$ cat src/inc/port_pkg.sv
// Register map, field layout, reset values and carrier types of the port pin block.
// Notes on behaviour
// Pull enable bits switch on a pull device for input pins; none after reset.
// A pull enable bit does nothing while its pin is an output.
// Polarity 0: falling edge sets the flag; enabled pull pulls up.
// Polarity 1: rising edge sets the flag; enabled pull pulls down.
// Each interrupt enable bit masks (0) or passes (1) its own flag.
// A flag is set by the selected active edge and stays until cleared.
// Writing 1 clears a flag; bits written with 0 are left alone.
// Interrupt request is high while any enabled flag is set.
// Data_j reads the stored bit for outputs, the pin level for inputs.
// Pin_input_j always reads the pin levels and ignores writes.
// Direction_j bits 7 and 6: 0 makes the pin input, 1 output.
// Reads may be stale up to two cycles after a direction change.
// Direction_p bit 0 is input, 1 output; it gates the pull devices.
// Bits 5 to 0 of the port j registers read 0 and ignore writes.
// Pins are synchronised before edge detection; one flag set per transition.
`default_nettype none

package port_pkg;

    localparam int P_WIDTH = 8;
    localparam int J_MSB   = 7;
    localparam int J_LSB   = 6;
    localparam int J_WIDTH = J_MSB - J_LSB + 1;

    // Printed offsets are register indices; each register takes one word.
    function automatic logic [7:0] reg_addr(input logic [7:0] idx);
        reg_addr = {idx[5:0], 2'b00};
    endfunction : reg_addr

    localparam logic [7:0] IDX_PULL_EN_P   = 8'h1C;
    localparam logic [7:0] IDX_POLARITY_P  = 8'h1D;
    localparam logic [7:0] IDX_IRQ_EN_P    = 8'h1E;
    localparam logic [7:0] IDX_FLAGS_P     = 8'h1F;
    localparam logic [7:0] IDX_DATA_J      = 8'h28;
    localparam logic [7:0] IDX_PIN_INPUT_J = 8'h29;
    localparam logic [7:0] IDX_DIRECTION_J = 8'h2A;

    localparam logic [7:0] ADDR_PULL_EN_P   = reg_addr(IDX_PULL_EN_P);
    localparam logic [7:0] ADDR_POLARITY_P  = reg_addr(IDX_POLARITY_P);
    localparam logic [7:0] ADDR_IRQ_EN_P    = reg_addr(IDX_IRQ_EN_P);
    localparam logic [7:0] ADDR_FLAGS_P     = reg_addr(IDX_FLAGS_P);
    localparam logic [7:0] ADDR_DATA_J      = reg_addr(IDX_DATA_J);
    localparam logic [7:0] ADDR_PIN_INPUT_J = reg_addr(IDX_PIN_INPUT_J);
    localparam logic [7:0] ADDR_DIRECTION_J = reg_addr(IDX_DIRECTION_J);

    localparam logic [P_WIDTH-1:0] RST_PULL_EN_P   = 8'h00;
    localparam logic [P_WIDTH-1:0] RST_POLARITY_P  = 8'h00;
    localparam logic [P_WIDTH-1:0] RST_IRQ_EN_P    = 8'h00;
    localparam logic [P_WIDTH-1:0] RST_FLAGS_P     = 8'h00;
    localparam logic [J_WIDTH-1:0] RST_DATA_J      = 2'h0;
    localparam logic [J_WIDTH-1:0] RST_DIRECTION_J = 2'h0;

    localparam logic [1:0]  HTRANS_NONSEQ = 2'h2;
    localparam logic [2:0]  HSIZE_WORD    = 3'h2;
    localparam logic        HRESP_OKAY    = 1'b0;

    typedef enum logic [1:0] {
        ST_IDLE   = 2'b01,
        ST_ACCESS = 2'b10
    } bus_state_t;

    typedef struct packed {
        logic [7:0] addr;
        logic       write;
        logic       word;
    } bus_req_t;

    typedef struct packed {
        logic [P_WIDTH-1:0] pull_enable;
        logic [P_WIDTH-1:0] polarity;
        logic [P_WIDTH-1:0] irq_enable;
    } port_p_cfg_t;

endpackage : port_pkg

`default_nettype wire

$ cat src/rtl/edge_flag_unit.sv
// Sticky edge flags with per-bit polarity and write-one-to-clear.
`timescale 1ns/10ps
`default_nettype none

module edge_flag_unit #(
    parameter int WIDTH = 8
) (
    input  wire logic             clk_in,
    input  wire logic             reset_n_in,
    input  wire logic [WIDTH-1:0] level_in,
    input  wire logic [WIDTH-1:0] polarity_in,
    input  wire logic [WIDTH-1:0] clear_in,
    output logic      [WIDTH-1:0] flags_out
);

    logic [WIDTH-1:0] prev;
    logic [WIDTH-1:0] next_prev;
    logic [WIDTH-1:0] flags;
    logic [WIDTH-1:0] next_flags;
    logic [WIDTH-1:0] hit;

    always_comb begin
        // Level is already synchronised, so each transition is seen once.
        hit = (polarity_in & level_in & ~prev)
            | (~polarity_in & ~level_in & prev);
        // Setting wins over a clear in the same cycle.
        next_flags = (flags & ~clear_in) | hit;
        next_prev  = level_in;
    end

    always_ff @(posedge clk_in or negedge reset_n_in) begin
        if (!reset_n_in) begin
            prev  <= '0;
            flags <= '0;
        end else begin
            prev  <= next_prev;
            flags <= next_flags;
        end
    end

    assign flags_out = flags;

endmodule : edge_flag_unit

`default_nettype wire

$ cat src/rtl/pin_sync.sv
// Two-flop synchroniser for pin levels entering the bus clock domain.
`timescale 1ns/10ps
`default_nettype none

module pin_sync #(
    parameter int WIDTH = 1
) (
    input  wire logic             clk_in,
    input  wire logic             reset_n_in,
    input  wire logic [WIDTH-1:0] async_in,
    output logic      [WIDTH-1:0] sync_out
);

    logic [WIDTH-1:0] stage1;
    logic [WIDTH-1:0] stage2;

    always_ff @(posedge clk_in or negedge reset_n_in) begin
        if (!reset_n_in) begin
            stage1 <= '0;
            stage2 <= '0;
        end else begin
            stage1 <= async_in;
            stage2 <= stage1;
        end
    end

    assign sync_out = stage2;

endmodule : pin_sync

`default_nettype wire

$ cat src/rtl/port_pin_irq_and_io.sv
// Port block: eight-pin pull, polarity and edge interrupt logic, two-pin I/O port, AHB-Lite slave.
//
// Local design decision: the AHB-Lite interface to the registers.
`timescale 1ns/10ps
`default_nettype none

module port_pin_irq_and_io
    import port_pkg::*;
(
    input  wire logic               CLK_IN,
    input  wire logic               RESET_N_IN,
    input  wire logic               HSEL_IN,
    input  wire logic [31:0]        HADDR_IN,
    input  wire logic [1:0]         HTRANS_IN,
    input  wire logic               HWRITE_IN,
    input  wire logic [2:0]         HSIZE_IN,
    input  wire logic [31:0]        HWDATA_IN,
    input  wire logic               HREADY_IN,
    output logic      [31:0]        HRDATA_OUT,
    output logic                    HREADYOUT_OUT,
    output logic                    HRESP_OUT,
    input  wire logic [P_WIDTH-1:0] DIRECTION_P_IN,
    input  wire logic [P_WIDTH-1:0] PIN_P_IN,
    output logic      [P_WIDTH-1:0] PULL_EN_P_OUT,
    output logic      [P_WIDTH-1:0] PULL_DOWN_P_OUT,
    input  wire logic [J_WIDTH-1:0] PIN_J_IN,
    output logic      [J_WIDTH-1:0] PIN_J_OUT,
    output logic      [J_WIDTH-1:0] PIN_J_OE_OUT,
    output logic                    IRQ_OUT
);

    bus_state_t         state;
    bus_state_t         next_state;
    bus_req_t           req;
    bus_req_t           next_req;
    logic [31:0]        hrdata;
    logic [31:0]        next_hrdata;
    logic               hreadyout;
    logic               next_hreadyout;
    logic               start;
    logic               wr_en;
    logic [31:0]        read_data;

    port_p_cfg_t        cfg_p;
    port_p_cfg_t        next_cfg_p;
    logic [J_WIDTH-1:0] data_j;
    logic [J_WIDTH-1:0] next_data_j;
    logic [J_WIDTH-1:0] dir_j;
    logic [J_WIDTH-1:0] next_dir_j;
    logic [P_WIDTH-1:0] clear_p;

    logic [P_WIDTH-1:0] pin_p_sync;
    logic [J_WIDTH-1:0] pin_j_sync;
    logic [P_WIDTH-1:0] flags_p;

    logic [P_WIDTH-1:0] pull_en;
    logic [P_WIDTH-1:0] next_pull_en;
    logic               irq;
    logic               next_irq;

    pin_sync #(
        .WIDTH (P_WIDTH)
    ) u_sync_p (
        .clk_in     (CLK_IN),
        .reset_n_in (RESET_N_IN),
        .async_in   (PIN_P_IN),
        .sync_out   (pin_p_sync)
    );

    // Port j reads lag the pins by the two synchroniser stages.
    pin_sync #(
        .WIDTH (J_WIDTH)
    ) u_sync_j (
        .clk_in     (CLK_IN),
        .reset_n_in (RESET_N_IN),
        .async_in   (PIN_J_IN),
        .sync_out   (pin_j_sync)
    );

    edge_flag_unit #(
        .WIDTH (P_WIDTH)
    ) u_flags_p (
        .clk_in      (CLK_IN),
        .reset_n_in  (RESET_N_IN),
        .level_in    (pin_p_sync),
        .polarity_in (cfg_p.polarity),
        .clear_in    (clear_p),
        .flags_out   (flags_p)
    );

    // Bus slave. One wait state lets the read data come out of a register.
    assign start = HSEL_IN & HTRANS_IN[1] & HREADY_IN;

    always_comb begin
        next_state     = state;
        next_req       = req;
        next_hrdata    = hrdata;
        next_hreadyout = hreadyout;
        wr_en          = 1'b0;
        case (state)
            ST_IDLE: begin
                next_hreadyout = 1'b1;
                if (start) begin
                    next_req.addr  = HADDR_IN[7:0];
                    next_req.write = HWRITE_IN;
                    next_req.word  = (HSIZE_IN == HSIZE_WORD);
                    next_hreadyout = 1'b0;
                    next_state     = ST_ACCESS;
                end
            end
            ST_ACCESS: begin
                next_hreadyout = 1'b1;
                next_hrdata    = req.write ? 32'h0000_0000 : read_data;
                // Narrower writes are ignored; only whole words are used.
                wr_en          = req.write & req.word;
                next_state     = ST_IDLE;
            end
            default: begin
                next_hreadyout = 1'b1;
                next_state     = ST_IDLE;
            end
        endcase
    end

    always_ff @(posedge CLK_IN or negedge RESET_N_IN) begin
        if (!RESET_N_IN) begin
            state     <= ST_IDLE;
            req       <= '0;
            hrdata    <= 32'h0000_0000;
            hreadyout <= 1'b1;
        end else begin
            state     <= next_state;
            req       <= next_req;
            hrdata    <= next_hrdata;
            hreadyout <= next_hreadyout;
        end
    end

    // Register writes, applied at the end of the wait state, one cycle before the data phase ends.
    always_comb begin
        next_cfg_p  = cfg_p;
        next_data_j = data_j;
        next_dir_j  = dir_j;
        clear_p     = '0;
        if (wr_en) begin
            case (req.addr)
                ADDR_PULL_EN_P:   next_cfg_p.pull_enable = HWDATA_IN[P_WIDTH-1:0];
                ADDR_POLARITY_P:  next_cfg_p.polarity    = HWDATA_IN[P_WIDTH-1:0];
                ADDR_IRQ_EN_P:    next_cfg_p.irq_enable  = HWDATA_IN[P_WIDTH-1:0];
                ADDR_FLAGS_P:     clear_p     = HWDATA_IN[P_WIDTH-1:0];
                ADDR_DATA_J:      next_data_j = HWDATA_IN[J_MSB:J_LSB];
                ADDR_DIRECTION_J: next_dir_j  = HWDATA_IN[J_MSB:J_LSB];
                default: begin
                    // The pin input register and unmapped words take no write.
                end
            endcase
        end
    end

    always_ff @(posedge CLK_IN or negedge RESET_N_IN) begin
        if (!RESET_N_IN) begin
            cfg_p  <= '{pull_enable: RST_PULL_EN_P,
                        polarity:    RST_POLARITY_P,
                        irq_enable:  RST_IRQ_EN_P};
            data_j <= RST_DATA_J;
            dir_j  <= RST_DIRECTION_J;
        end else begin
            cfg_p  <= next_cfg_p;
            data_j <= next_data_j;
            dir_j  <= next_dir_j;
        end
    end

    // Read multiplexer; bits not listed read as zero.
    always_comb begin
        read_data = 32'h0000_0000;
        case (req.addr)
            ADDR_PULL_EN_P:   read_data[P_WIDTH-1:0] = cfg_p.pull_enable;
            ADDR_POLARITY_P:  read_data[P_WIDTH-1:0] = cfg_p.polarity;
            ADDR_IRQ_EN_P:    read_data[P_WIDTH-1:0] = cfg_p.irq_enable;
            ADDR_FLAGS_P:     read_data[P_WIDTH-1:0] = flags_p;
            ADDR_DATA_J:      read_data[J_MSB:J_LSB] =
                                  (dir_j & data_j) | (~dir_j & pin_j_sync);
            ADDR_PIN_INPUT_J: read_data[J_MSB:J_LSB] = pin_j_sync;
            ADDR_DIRECTION_J: read_data[J_MSB:J_LSB] = dir_j;
            default:          read_data = 32'h0000_0000;
        endcase
    end

    // Pad control and interrupt request. The pull is only offered to input pins,
    // and the direction input comes from logic on this clock, so it is not synchronised.
    always_comb begin
        next_pull_en = cfg_p.pull_enable & ~DIRECTION_P_IN;
        next_irq     = |(flags_p & cfg_p.irq_enable);
    end

    always_ff @(posedge CLK_IN or negedge RESET_N_IN) begin
        if (!RESET_N_IN) begin
            pull_en <= RST_PULL_EN_P;
            irq     <= 1'b0;
        end else begin
            pull_en <= next_pull_en;
            irq     <= next_irq;
        end
    end

    assign HRDATA_OUT      = hrdata;
    assign HREADYOUT_OUT   = hreadyout;
    assign HRESP_OUT       = HRESP_OKAY;
    assign PULL_EN_P_OUT   = pull_en;
    // Polarity 0 selects pull-up, 1 selects pull-down.
    assign PULL_DOWN_P_OUT = cfg_p.polarity;
    assign PIN_J_OUT       = data_j;
    assign PIN_J_OE_OUT    = dir_j;
    assign IRQ_OUT         = irq;

endmodule : port_pin_irq_and_io

`default_nettype wire

$ cat config.mk
export PLATFORM = sky130hd
export DESIGN_NAME = port_pin_irq_and_io
export DESIGN_NICKNAME = d
export VERILOG_FILES = /design/src/inc/port_pkg.sv /design/src/rtl/edge_flag_unit.sv /design/src/rtl/pin_sync.sv /design/src/rtl/port_pin_irq_and_io.sv
export SDC_FILE = /design/constraint.sdc
export NUM_CORES = 1
export LEC_CHECK = 0
export BUFFER_PORTS_ARGS = -buffer_cell sky130_fd_sc_hd__buf_4
export CORE_MARGIN = 2
export CORE_UTILIZATION = 39
export CTS_BUF_LIST = sky130_fd_sc_hd__clkbuf_4 sky130_fd_sc_hd__clkbuf_8
export DETAILED_ROUTE_END_ITERATION = 6
export PLACE_DENSITY = 0.64
export REMOVE_ABC_BUFFERS = 1
export SLEW_MARGIN = 20
export SYNTH_ARGS = -nofsm -noshare
export SYNTH_HDL_FRONTEND = slang
export SYNTH_SLANG_ARGS = --single-unit
$ cat constraint.sdc
create_clock -name CLK_IN -period 4.8 [get_ports CLK_IN]
set_clock_uncertainty 0.2 [all_clocks]
set_input_delay 0.72 -clock CLK_IN [delete_from_list [all_inputs] [get_ports CLK_IN]]
set_output_delay 0.72 -clock CLK_IN [all_outputs]
set_load 0.02 [all_outputs]
Yosys cells after proc, flatten, opt, wreduce, memory -nomap -nowiden
Index checks and enable logic that the tools add are counted.
- register bits after elaboration: 118
- input port bits: 92
- output and inout port bits: 55
- logic and storage cells: 68
- equality and inequality tests: 11
- multiplexer cells: 10
- bitwise operators: 21
- reductions and logical operators: 7
- operator list (kind ; count):
    bitwise AND 8 bit ; 7
    NOT 8 bit ; 5
    == test 8 x 7 -> 1 bit (second input constant) ; 4
    == test 8 bit (second input constant) ; 3
    2-to-1 mux 8 bit ; 3
    one-hot mux 6 bit (4 select lines) ; 1
    bitwise OR 8 bit ; 2
    one-hot mux 2 bit (7 select lines) ; 1
    AND reduction 2 bit ; 6
    OR reduction 8 bit ; 1
    bitwise AND 2 bit ; 2
    2-to-1 mux 2 bit ; 2
    bitwise AND 1 bit ; 3
    == test 3 x 2 -> 1 bit (second input constant) ; 1
    2-to-1 mux 1 bit ; 3
    == test 2 x 1 -> 1 bit (second input constant) ; 1
    == test 2 bit (second input constant) ; 1
    != test 2 bit (second input constant) ; 1
    NOT 2 bit ; 1
    bitwise OR 2 bit ; 1

Depth between registers and ports, before layout
Gate-level depths: netlist (run 1).
- depth in word-level cells: 6
- depth in mapped cells: 6

Modules after synthesis
A second synthesis (run 1) with hierarchy kept.
- cells, all modules: 308
- area total of the unflattened synthesis: 4017.6 um^2
- by module, submodules not included (module ; times used ; cells an instance ; area an instance (um^2) ; sequential area each (um^2)):
    port_pin_irq_and_io ; 1 ; 240 ; 2916.5 ; 1453.9
    edge_flag_unit ; 1 ; 48 ; 600.6 ; 400.4
    pin_sync (u_sync_p) ; 1 ; 16 ; 400.4 ; 400.4
    pin_sync (u_sync_j) ; 1 ; 4 ; 100.1 ; 100.1

Worst setup path before layout (run 1)
No wires, ideal clock.
- kind: reg2reg
- start point: reg req[3] in the netlist's numbering
- end point: reg cfg_p (netlist bit PULL_DOWN_P_OUT[0])
- setup time: 0.125 ns
- arrival: 1.756 ns
- required time: 4.475 ns
- setup slack: 2.719 ns
- cell stages (with the launch flop): 5
- cells stage by stage: dfrtp_1 -> or3b_4 -> nor2_4 -> nor4b_4 -> mux2_2
- longest elaborated chain between the ends: 2
- RTL lines (item ; RTL line ; source):
    from (decl) ; port_pin_irq_and_io.sv:34 ; bus_req_t req;
    from (signal assigned) ; port_pin_irq_and_io.sv:133 ; req <= next_req;
    == test 8 x 7 -> 1 bit ; port_pin_irq_and_io.sv:146 ; case (req.addr)
    AND reduction 2 bit (no source line) ; n/a ;
    to (signal assigned) ; port_pin_irq_and_io.sv:162 ; cfg_p <= '{pull_enable: RST_PULL_EN_P,
    to (signal assigned) ; port_pin_irq_and_io.sv:168 ; cfg_p <= next_cfg_p;
    to (decl) ; port_pin_irq_and_io.sv:44 ; port_p_cfg_t cfg_p;
Every way passes these cells.
A chain may end at the register's enable or synchronous reset.

Worst setup path after layout (run 1)
- start point: reg req[5] in the netlist's numbering
- end point: reg u_flags_p.flags[3] (netlist: u_flags_p.flags_out[3])
- longest elaborated chain between the ends: 6
- RTL lines (item ; RTL line ; source):
    == test 8 x 7 -> 1 bit ; port_pin_irq_and_io.sv:146 ;
    2-to-1 mux 8 bit ; port_pin_irq_and_io.sv:146 ;
    2-to-1 mux 8 bit ; port_pin_irq_and_io.sv:145 ; if (wr_en) begin
    NOT 8 bit ; edge_flag_unit.sv:27 ; next_flags = (flags & ~clear_in) | hit;
    bitwise AND 8 bit ; edge_flag_unit.sv:27 ;
    bitwise OR 8 bit ; edge_flag_unit.sv:27 ;
    named net u_flags_p.next_flags[3] ; edge_flag_unit.sv:19 ; logic [WIDTH-1:0] next_flags;
    to (signal assigned) ; edge_flag_unit.sv:37 ; flags <= next_flags;
    to (decl) ; edge_flag_unit.sv:18 ; logic [WIDTH-1:0] flags;
The timed path passes the listed nets, and every way through them passes these cells.

==> results of run 1 <==
[path summary, 6_finish.rpt]
check                                         from                      to  cells after the start
worst max-delay path                        req[5]  u_flags_p.flags_out[3]                      4
worst min-delay path            u_sync_p.stage1[1]    u_sync_p.sync_out[1]                      0
worst max register to register              req[5]  u_flags_p.flags_out[3]                      4
worst min register to register  u_sync_p.stage1[1]    u_sync_p.sync_out[1]                      0
max in group asynchronous               RESET_N_IN  u_flags_p.flags_out[5]                      2
min in group asynchronous               RESET_N_IN                  req[3]                      1
[cells by family after synthesis]
kind of cell | Yosys count | share of synthesized area [%]
buffers and inverters | 50 | 7.98
multiplexers | 46 | 14.9
AND/OR/NAND/NOR | 70 | 10.6
other | 1 | 0.0953
flip-flops | 94 | 59.9
AO/OA/AOI/OAI | 35 | 6.58
[placed cells by master (no fill, tap or decap), types with 3 or more instances in the layout]
master | Yosys | routed
clkbuf_8 | 0 | 10
nor2b_1 | 11 | 11
conb_1 | 1 | 25
nand2_1 | 20 | 20
nand4_1 | 3 | 3
buf_4 | 33 | 73
o211ai_1 | 9 | 9
inv_1 | 10 | 10
dfrtp_1 | 92 | 92
nand3b_1 | 3 | 3
o21ai_0 | 9 | 9
nor2_1 | 12 | 12
mux4_2 | 6 | 6
a22oi_1 | 5 | 5
mux2_2 | 39 | 39
a32o_1 | 6 | 6
[stage by stage]
stage / utilization, % / instance area [um^2] / total power, mW / instances
floorplan: - / 3750 / 1.00 / 280
global placement: 45.6 / 4460 / 1.08 / 486
detailed placement: 45.6 / 4460 / 1.09 / 486
CTS: 47.7 / 4660 / 1.62 / 502
global route: 47.7 / 4660 / 1.68 / 502
finish: 47.7 / 4660 / 1.60 / 502
[cell type report]
class | count | area share (%)
sequential | 94 | 50.5
multi-input combinational | 176 | 29.1
timing repair buffer | 73 | 11.7
tap | 133 | 3.57
clock buffer | 11 | 3.11
clock inverter | 5 | 1.23
inverter | 10 | 0.805
[power breakdown]
part / internal (mW) / switching (mW) / leakage (nW)
clock network: 0.262 / 0.266 / 0.107
registers: 0.833 / 0.0577 / 1.13
logic: 0.0962 / 0.0877 / 0.918
total: 1.19 / 0.411 / 2.15
[sequential cells by signal, summed over array words and instances (netlist names)]
register,count
cfg_p,16
req,10
HRDATA_OUT,8
PULL_DOWN_P_OUT,8
PULL_EN_P_OUT,8
u_flags_p.flags_out,8
u_flags_p.prev,8
u_sync_p.stage1,8
u_sync_p.sync_out,8
PIN_J_OE_OUT,2
PIN_J_OUT,2
state,2
u_sync_j.stage1,2
u_sync_j.sync_out,2
HREADYOUT_OUT,1
IRQ_OUT,1
[layer usage]
layer / wire length, um / global-route usage (%) / vias to the layer above / share of wire [%]
li1: - / - / 1136 / -
met1: 3380 / 18.7 / 1199 / 45
met2: 3670 / 23.1 / 69 / 49
met3: 405 / 4.20 / 6 / 5.4
met4: 77 / 4.83 / 0 / 1.0
met5: 0 / 0 / - / 0
==> flow_summary.ini, run 1 <==
[sta]
hold_violations = 0
slew_violations = 0
rsz0062_at_grt = no
slew_headroom_pct = 38.2
setup_tns_ns = 0
timing.hold.ws_ns = 0.153
layout_setup_ws_ns = 2.24
setup_viol = 0
tightest_slew_ns = 0.927
max_freq_mhz = 391
fin_crit_sh_pct = 53.2
fin_crit_ns = 2.56

[route]
drtAntennaViolNets = 0
wire_per_inst_um = 15.0
routed_wl_mm = 7.54
routed_via_density = 4.80
drc_errors = 0
vias = 2410
firstDrtPassIters = 4
drt_iter0_drc = 80

[logic_synthesis]
synth_ff_type = dfrtp_1
synth_area_per_cell_um2 = 13.3
yosysUniqueCellTypes = 39
synthArstFlopShare_pct = 100
synth_common_cells = dfrtp_1 (92), mux2_2 (39), buf_4 (33), nand2_1 (20), nor2_1 (12)
yosys_warnings = 0
synth_edf_count = 0
synth_cells = 296
synth_largest_area_cell = dfrtp_1
ys_seq_area_share_pct = 59.9
synth_area_leaders = dfrtp_1 (59%), mux2_2 (11%), buf_4 (6.3%), mux4_2 (3.4%), nand2_1 (1.9%)
synth.most_common_cell = dfrtp_1
synth_seq_cells = 94
synthesis.area_um2 = 3930
netlist.area_leader.share_pct = 58.5

[global_routing]
grt_pass1_wl_mm = 12.3
grt-ovfl-total = 0
grt_max_degree = 76
grt_antenna_before_repair = 0
grt_pass1_vias = 2402
track_usage_pct = 14.4

[clock_tree]
numClockSinks = 94
cts_resized = 0
clk_pin_slew_worst_paths_ns = 0.09
cts_buffers = 9
cts_setup_buffers = 0
insertion_delay_ns = 0.35
h-tree-depth = 3
root_buffer = clkbuf_8
cts_hold_buf = 0
cts_tree = done
cts_buffer_depth = 2

[min_path]
hold_path.class = reg2reg

[run]
maxCapViolCount = 0

[setup_path]
end_kind = register
slowest_stage = dfrtp_1
required_ns = 4.82
cp_cell_sequence = nand2_1 -> or4_1 -> o21ai_0 -> o211ai_1
reg2reg_slack_ns = 2.24
path_max_fanout = 21
arrival_ns = 2.58
crit_buf_inv = 0
crit_family = flip-flops
worstSetupPathType = reg2reg
critPathMaxStageDelay_ns = 0.96
startpoint_type = register

[cells_and_area]
finalNetCount = 456
syn_to_final_growth_pct = 18.6
fillers = 892
diodes = 0
drive_gt1_share_pct = 37.9
regArea_um2 = 2350
multi_input_area_um2 = 1360

[power]
ir_worst_vdd_mv = 0.136
power_density_nw_per_um2 = 344
p_leak_nw = 2.15

[die]
die_h_um = 104
die-area_um2 = 10900
rows = 36
core_area_um2 = 9770
floorplan.die.width_um = 104
io_pins = 147
start_util_pct = 40.2

[run_status]
run_status = complete, no violations

[placed_design]
gp_congestion = 0.812
dpl_worst_slack_ns = 2.25
portBuffers = 72
hpwl_mm = 5.32
Power figures use the tool's default switching activity.
==> run 2, diff against run 1 <==
--- a/config.mk
+++ b/config.mk
@@ -10,7 +10,7 @@
 export CORE_UTILIZATION = 39
 export CTS_BUF_LIST = sky130_fd_sc_hd__clkbuf_4 sky130_fd_sc_hd__clkbuf_8
 export DETAILED_ROUTE_END_ITERATION = 6
-export PLACE_DENSITY = 0.64
+export PLACE_DENSITY = 0.66
 export REMOVE_ABC_BUFFERS = 1
 export SLEW_MARGIN = 20
 export SYNTH_ARGS = -nofsm -noshare
==> constraint.sdc (replaced) <==
create_clock -name CLK_IN -period 2.2 [get_ports CLK_IN]
set_clock_uncertainty 0.2 [all_clocks]
set_input_delay 0.33 -clock CLK_IN [delete_from_list [all_inputs] [get_ports CLK_IN]]
set_output_delay 0.33 -clock CLK_IN [all_outputs]
set_load 0.02 [all_outputs]
==> run 2 against run 1 <==
Utilization grew 5.2 points. Clock power grew 120%. Critical path depth grew 2. Critical endpoint is now PULL_DOWN_P_OUT[2]. Largest power group unchanged. Highest routed layer unchanged. Sequential share of layout area shrank 4.9 points. Via count grew 9.2%. Cell count grew 9.8%. Non-clock buffer count grew 49. Register-to-register slack lost 2.2 ns. Worst hold slack lost 0.11 ns.
==> flow_summary.ini, run 2 (same netlist as run 1, synthesis figures left out) <==
[route]
drc_errors = 0
vias = 2632
routed_wl_mm = 8.09
drtAntennaViolNets = 0
routed_via_density = 4.78
firstDrtPassIters = 4
wire_per_inst_um = 14.7
drt_iter0_drc = 89

[power]
p_total_mw = 3.63
ir_worst_vdd_mv = 0.293
clockPowerShare_pct = 32.6
p_sw_share_pct = 25.0
power_frac_seq_pct = 52.1
p_leak_nw = 2.38
power_density_nw_per_um2 = 702
power_switching_mw = 0.907
internal-power_mw = 2.72
combPwrFrac_pct = 15.4

[cells_and_area]
diodes = 0
stdcell_area_um2 = 5170
syn_to_final_growth_pct = 31.4
finalNetCount = 505
largest_reg_flops = 16
regArea_um2 = 2350
layout_common_cells = dfrtp_1 (92), buf_4 (89), mux2_2 (31), dlygate4sd3_1 (30), conb_1 (25)
fin_util_pct = 52.9
drive_gt1_share_pct = 38.3
reg_top3 = cfg_p x16, req x10
fillers = 868
layout_commonest_cell = dfrtp_1
multi_input_area_um2 = 1390
regMostFlops = cfg_p
fin_cells = 551

[sta]
max_freq_mhz = 458
setup_tns_ns = 0
setup_viol = 0
rsz0062_at_grt = yes
slew_violations = 0
fin_crit_sh_pct = 99.3
tightest_slew_ns = 0.545
slew_headroom_pct = 62.7
fin_crit_ns = 2.19
layout_setup_ws_ns = 0.0147
hold_violations = 0
timing.hold.ws_ns = 0.0381

[setup_path]
worstSetupPathType = reg2reg
required_ns = 2.24
reg2reg_slack_ns = 0.01
path_max_fanout = 4
end_kind = register
r2r-end = PULL_DOWN_P_OUT[2]
r2r_cells = 6
r2r_start = req[2]
arrival_ns = 2.22
startpoint_type = register

[die]
floorplan.die.width_um = 104
start_util_pct = 40.2
io_pins = 147
core_area_um2 = 9770
rows = 36
die_h_um = 104
die-area_um2 = 10900

[placed_design]
hpwl_mm = 5.55
portBuffers = 72
dpl-instance-area_um2 = 4570
gp_congestion = 0.802
dpl.cell_count = 499
dpl_worst_slack_ns = -0.0101

[global_routing]
grt_max_degree = 40
grt-ovfl-total = 0
grt_pass1_vias = 2605
grt_pass1_wl_mm = 13.3
track_usage_pct = 15.5
grt_antenna_before_repair = 0

[clock_tree]
cts_buffers = 9
numClockSinks = 94
insertion_delay_ns = 0.35
cts_tree = done
h-tree-depth = 3
cts_buffer_depth = 2
root_buffer = clkbuf_8
clk_pin_slew_worst_paths_ns = 0.09

[min_path]
hold_depth = 2
holdPathEnd = cfg_p[4]
min_from = HWDATA_IN[4]
hold_path.class = in2reg

[run_status]
run_status = complete, no violations

[run]
maxCapViolCount = 0
run 2: cell types whose count changed in the layout (fill, tap and decap cells not counted), moves of 2 or more:
cell	change
mux2_2	-8
dlygate4sd3_1	+30
buf_6	+2
o21ai_1	+4
mux2_4	+8
buf_4	+16
o21ai_0	-4
run 2: worst max-delay path by stage:
stage,startpoint,to,slack (ns)
floorplan,req[3],PULL_DOWN_P_OUT[0],0.12
finish,req[2],PULL_DOWN_P_OUT[2],0.01
global placement,req[3],PULL_DOWN_P_OUT[3],0.04
CTS,req[3],PULL_DOWN_P_OUT[5],0.0004
detailed placement,req[3],PULL_DOWN_P_OUT[3],-0.01
global route,req[2],PULL_DOWN_P_OUT[1],-0.05
run 2: critical path, cell delays in order, from the launching register on:
cell	delay [ns]
dfrtp_1	0.40
or3b_4	0.42
buf_6	0.13
nor2_4	0.12
nor4b_4	0.28
buf_4	0.22
mux2_4	0.30
run 2: final cells by class:
class	instances	share of cell area [%]
sequential	94	45.6
clock inverter	3	0.823
clock buffer	13	3.22
timing repair buffer	122	19.6
tap	133	3.22
inverter	10	0.726
multi-input combinational	176	26.9
run 2: metal layers:
| layer | wire length [um] | track usage [%] |
|---|---|---|
| met1 | 3730 | 21.1 |
| met3 | 389 | 3.57 |
| met2 | 3830 | 23.3 |
| met5 | 0 | 0 |
| met4 | 142 | 7.53 |
run 2: power groups by stage:
stage	logic (mW)	clock network, mW	registers [mW]
after floorplan	0.238	0	1.94
after global placement	0.480	0	1.92
after detailed placement	0.491	0	1.92
after CTS	0.540	1.22	1.89
after global routing	0.608	1.28	1.90
final	0.558	1.18	1.89
run 2: what timing repair did:
item / CTS / global route
gates resized for setup: 0 / 15
setup endpoints to repair: 8 / 12
hold buffers: 30 / 0
hold endpoints to repair: 63 / 0
pin swaps: 1 / 2
buffers inserted: 1 / 5
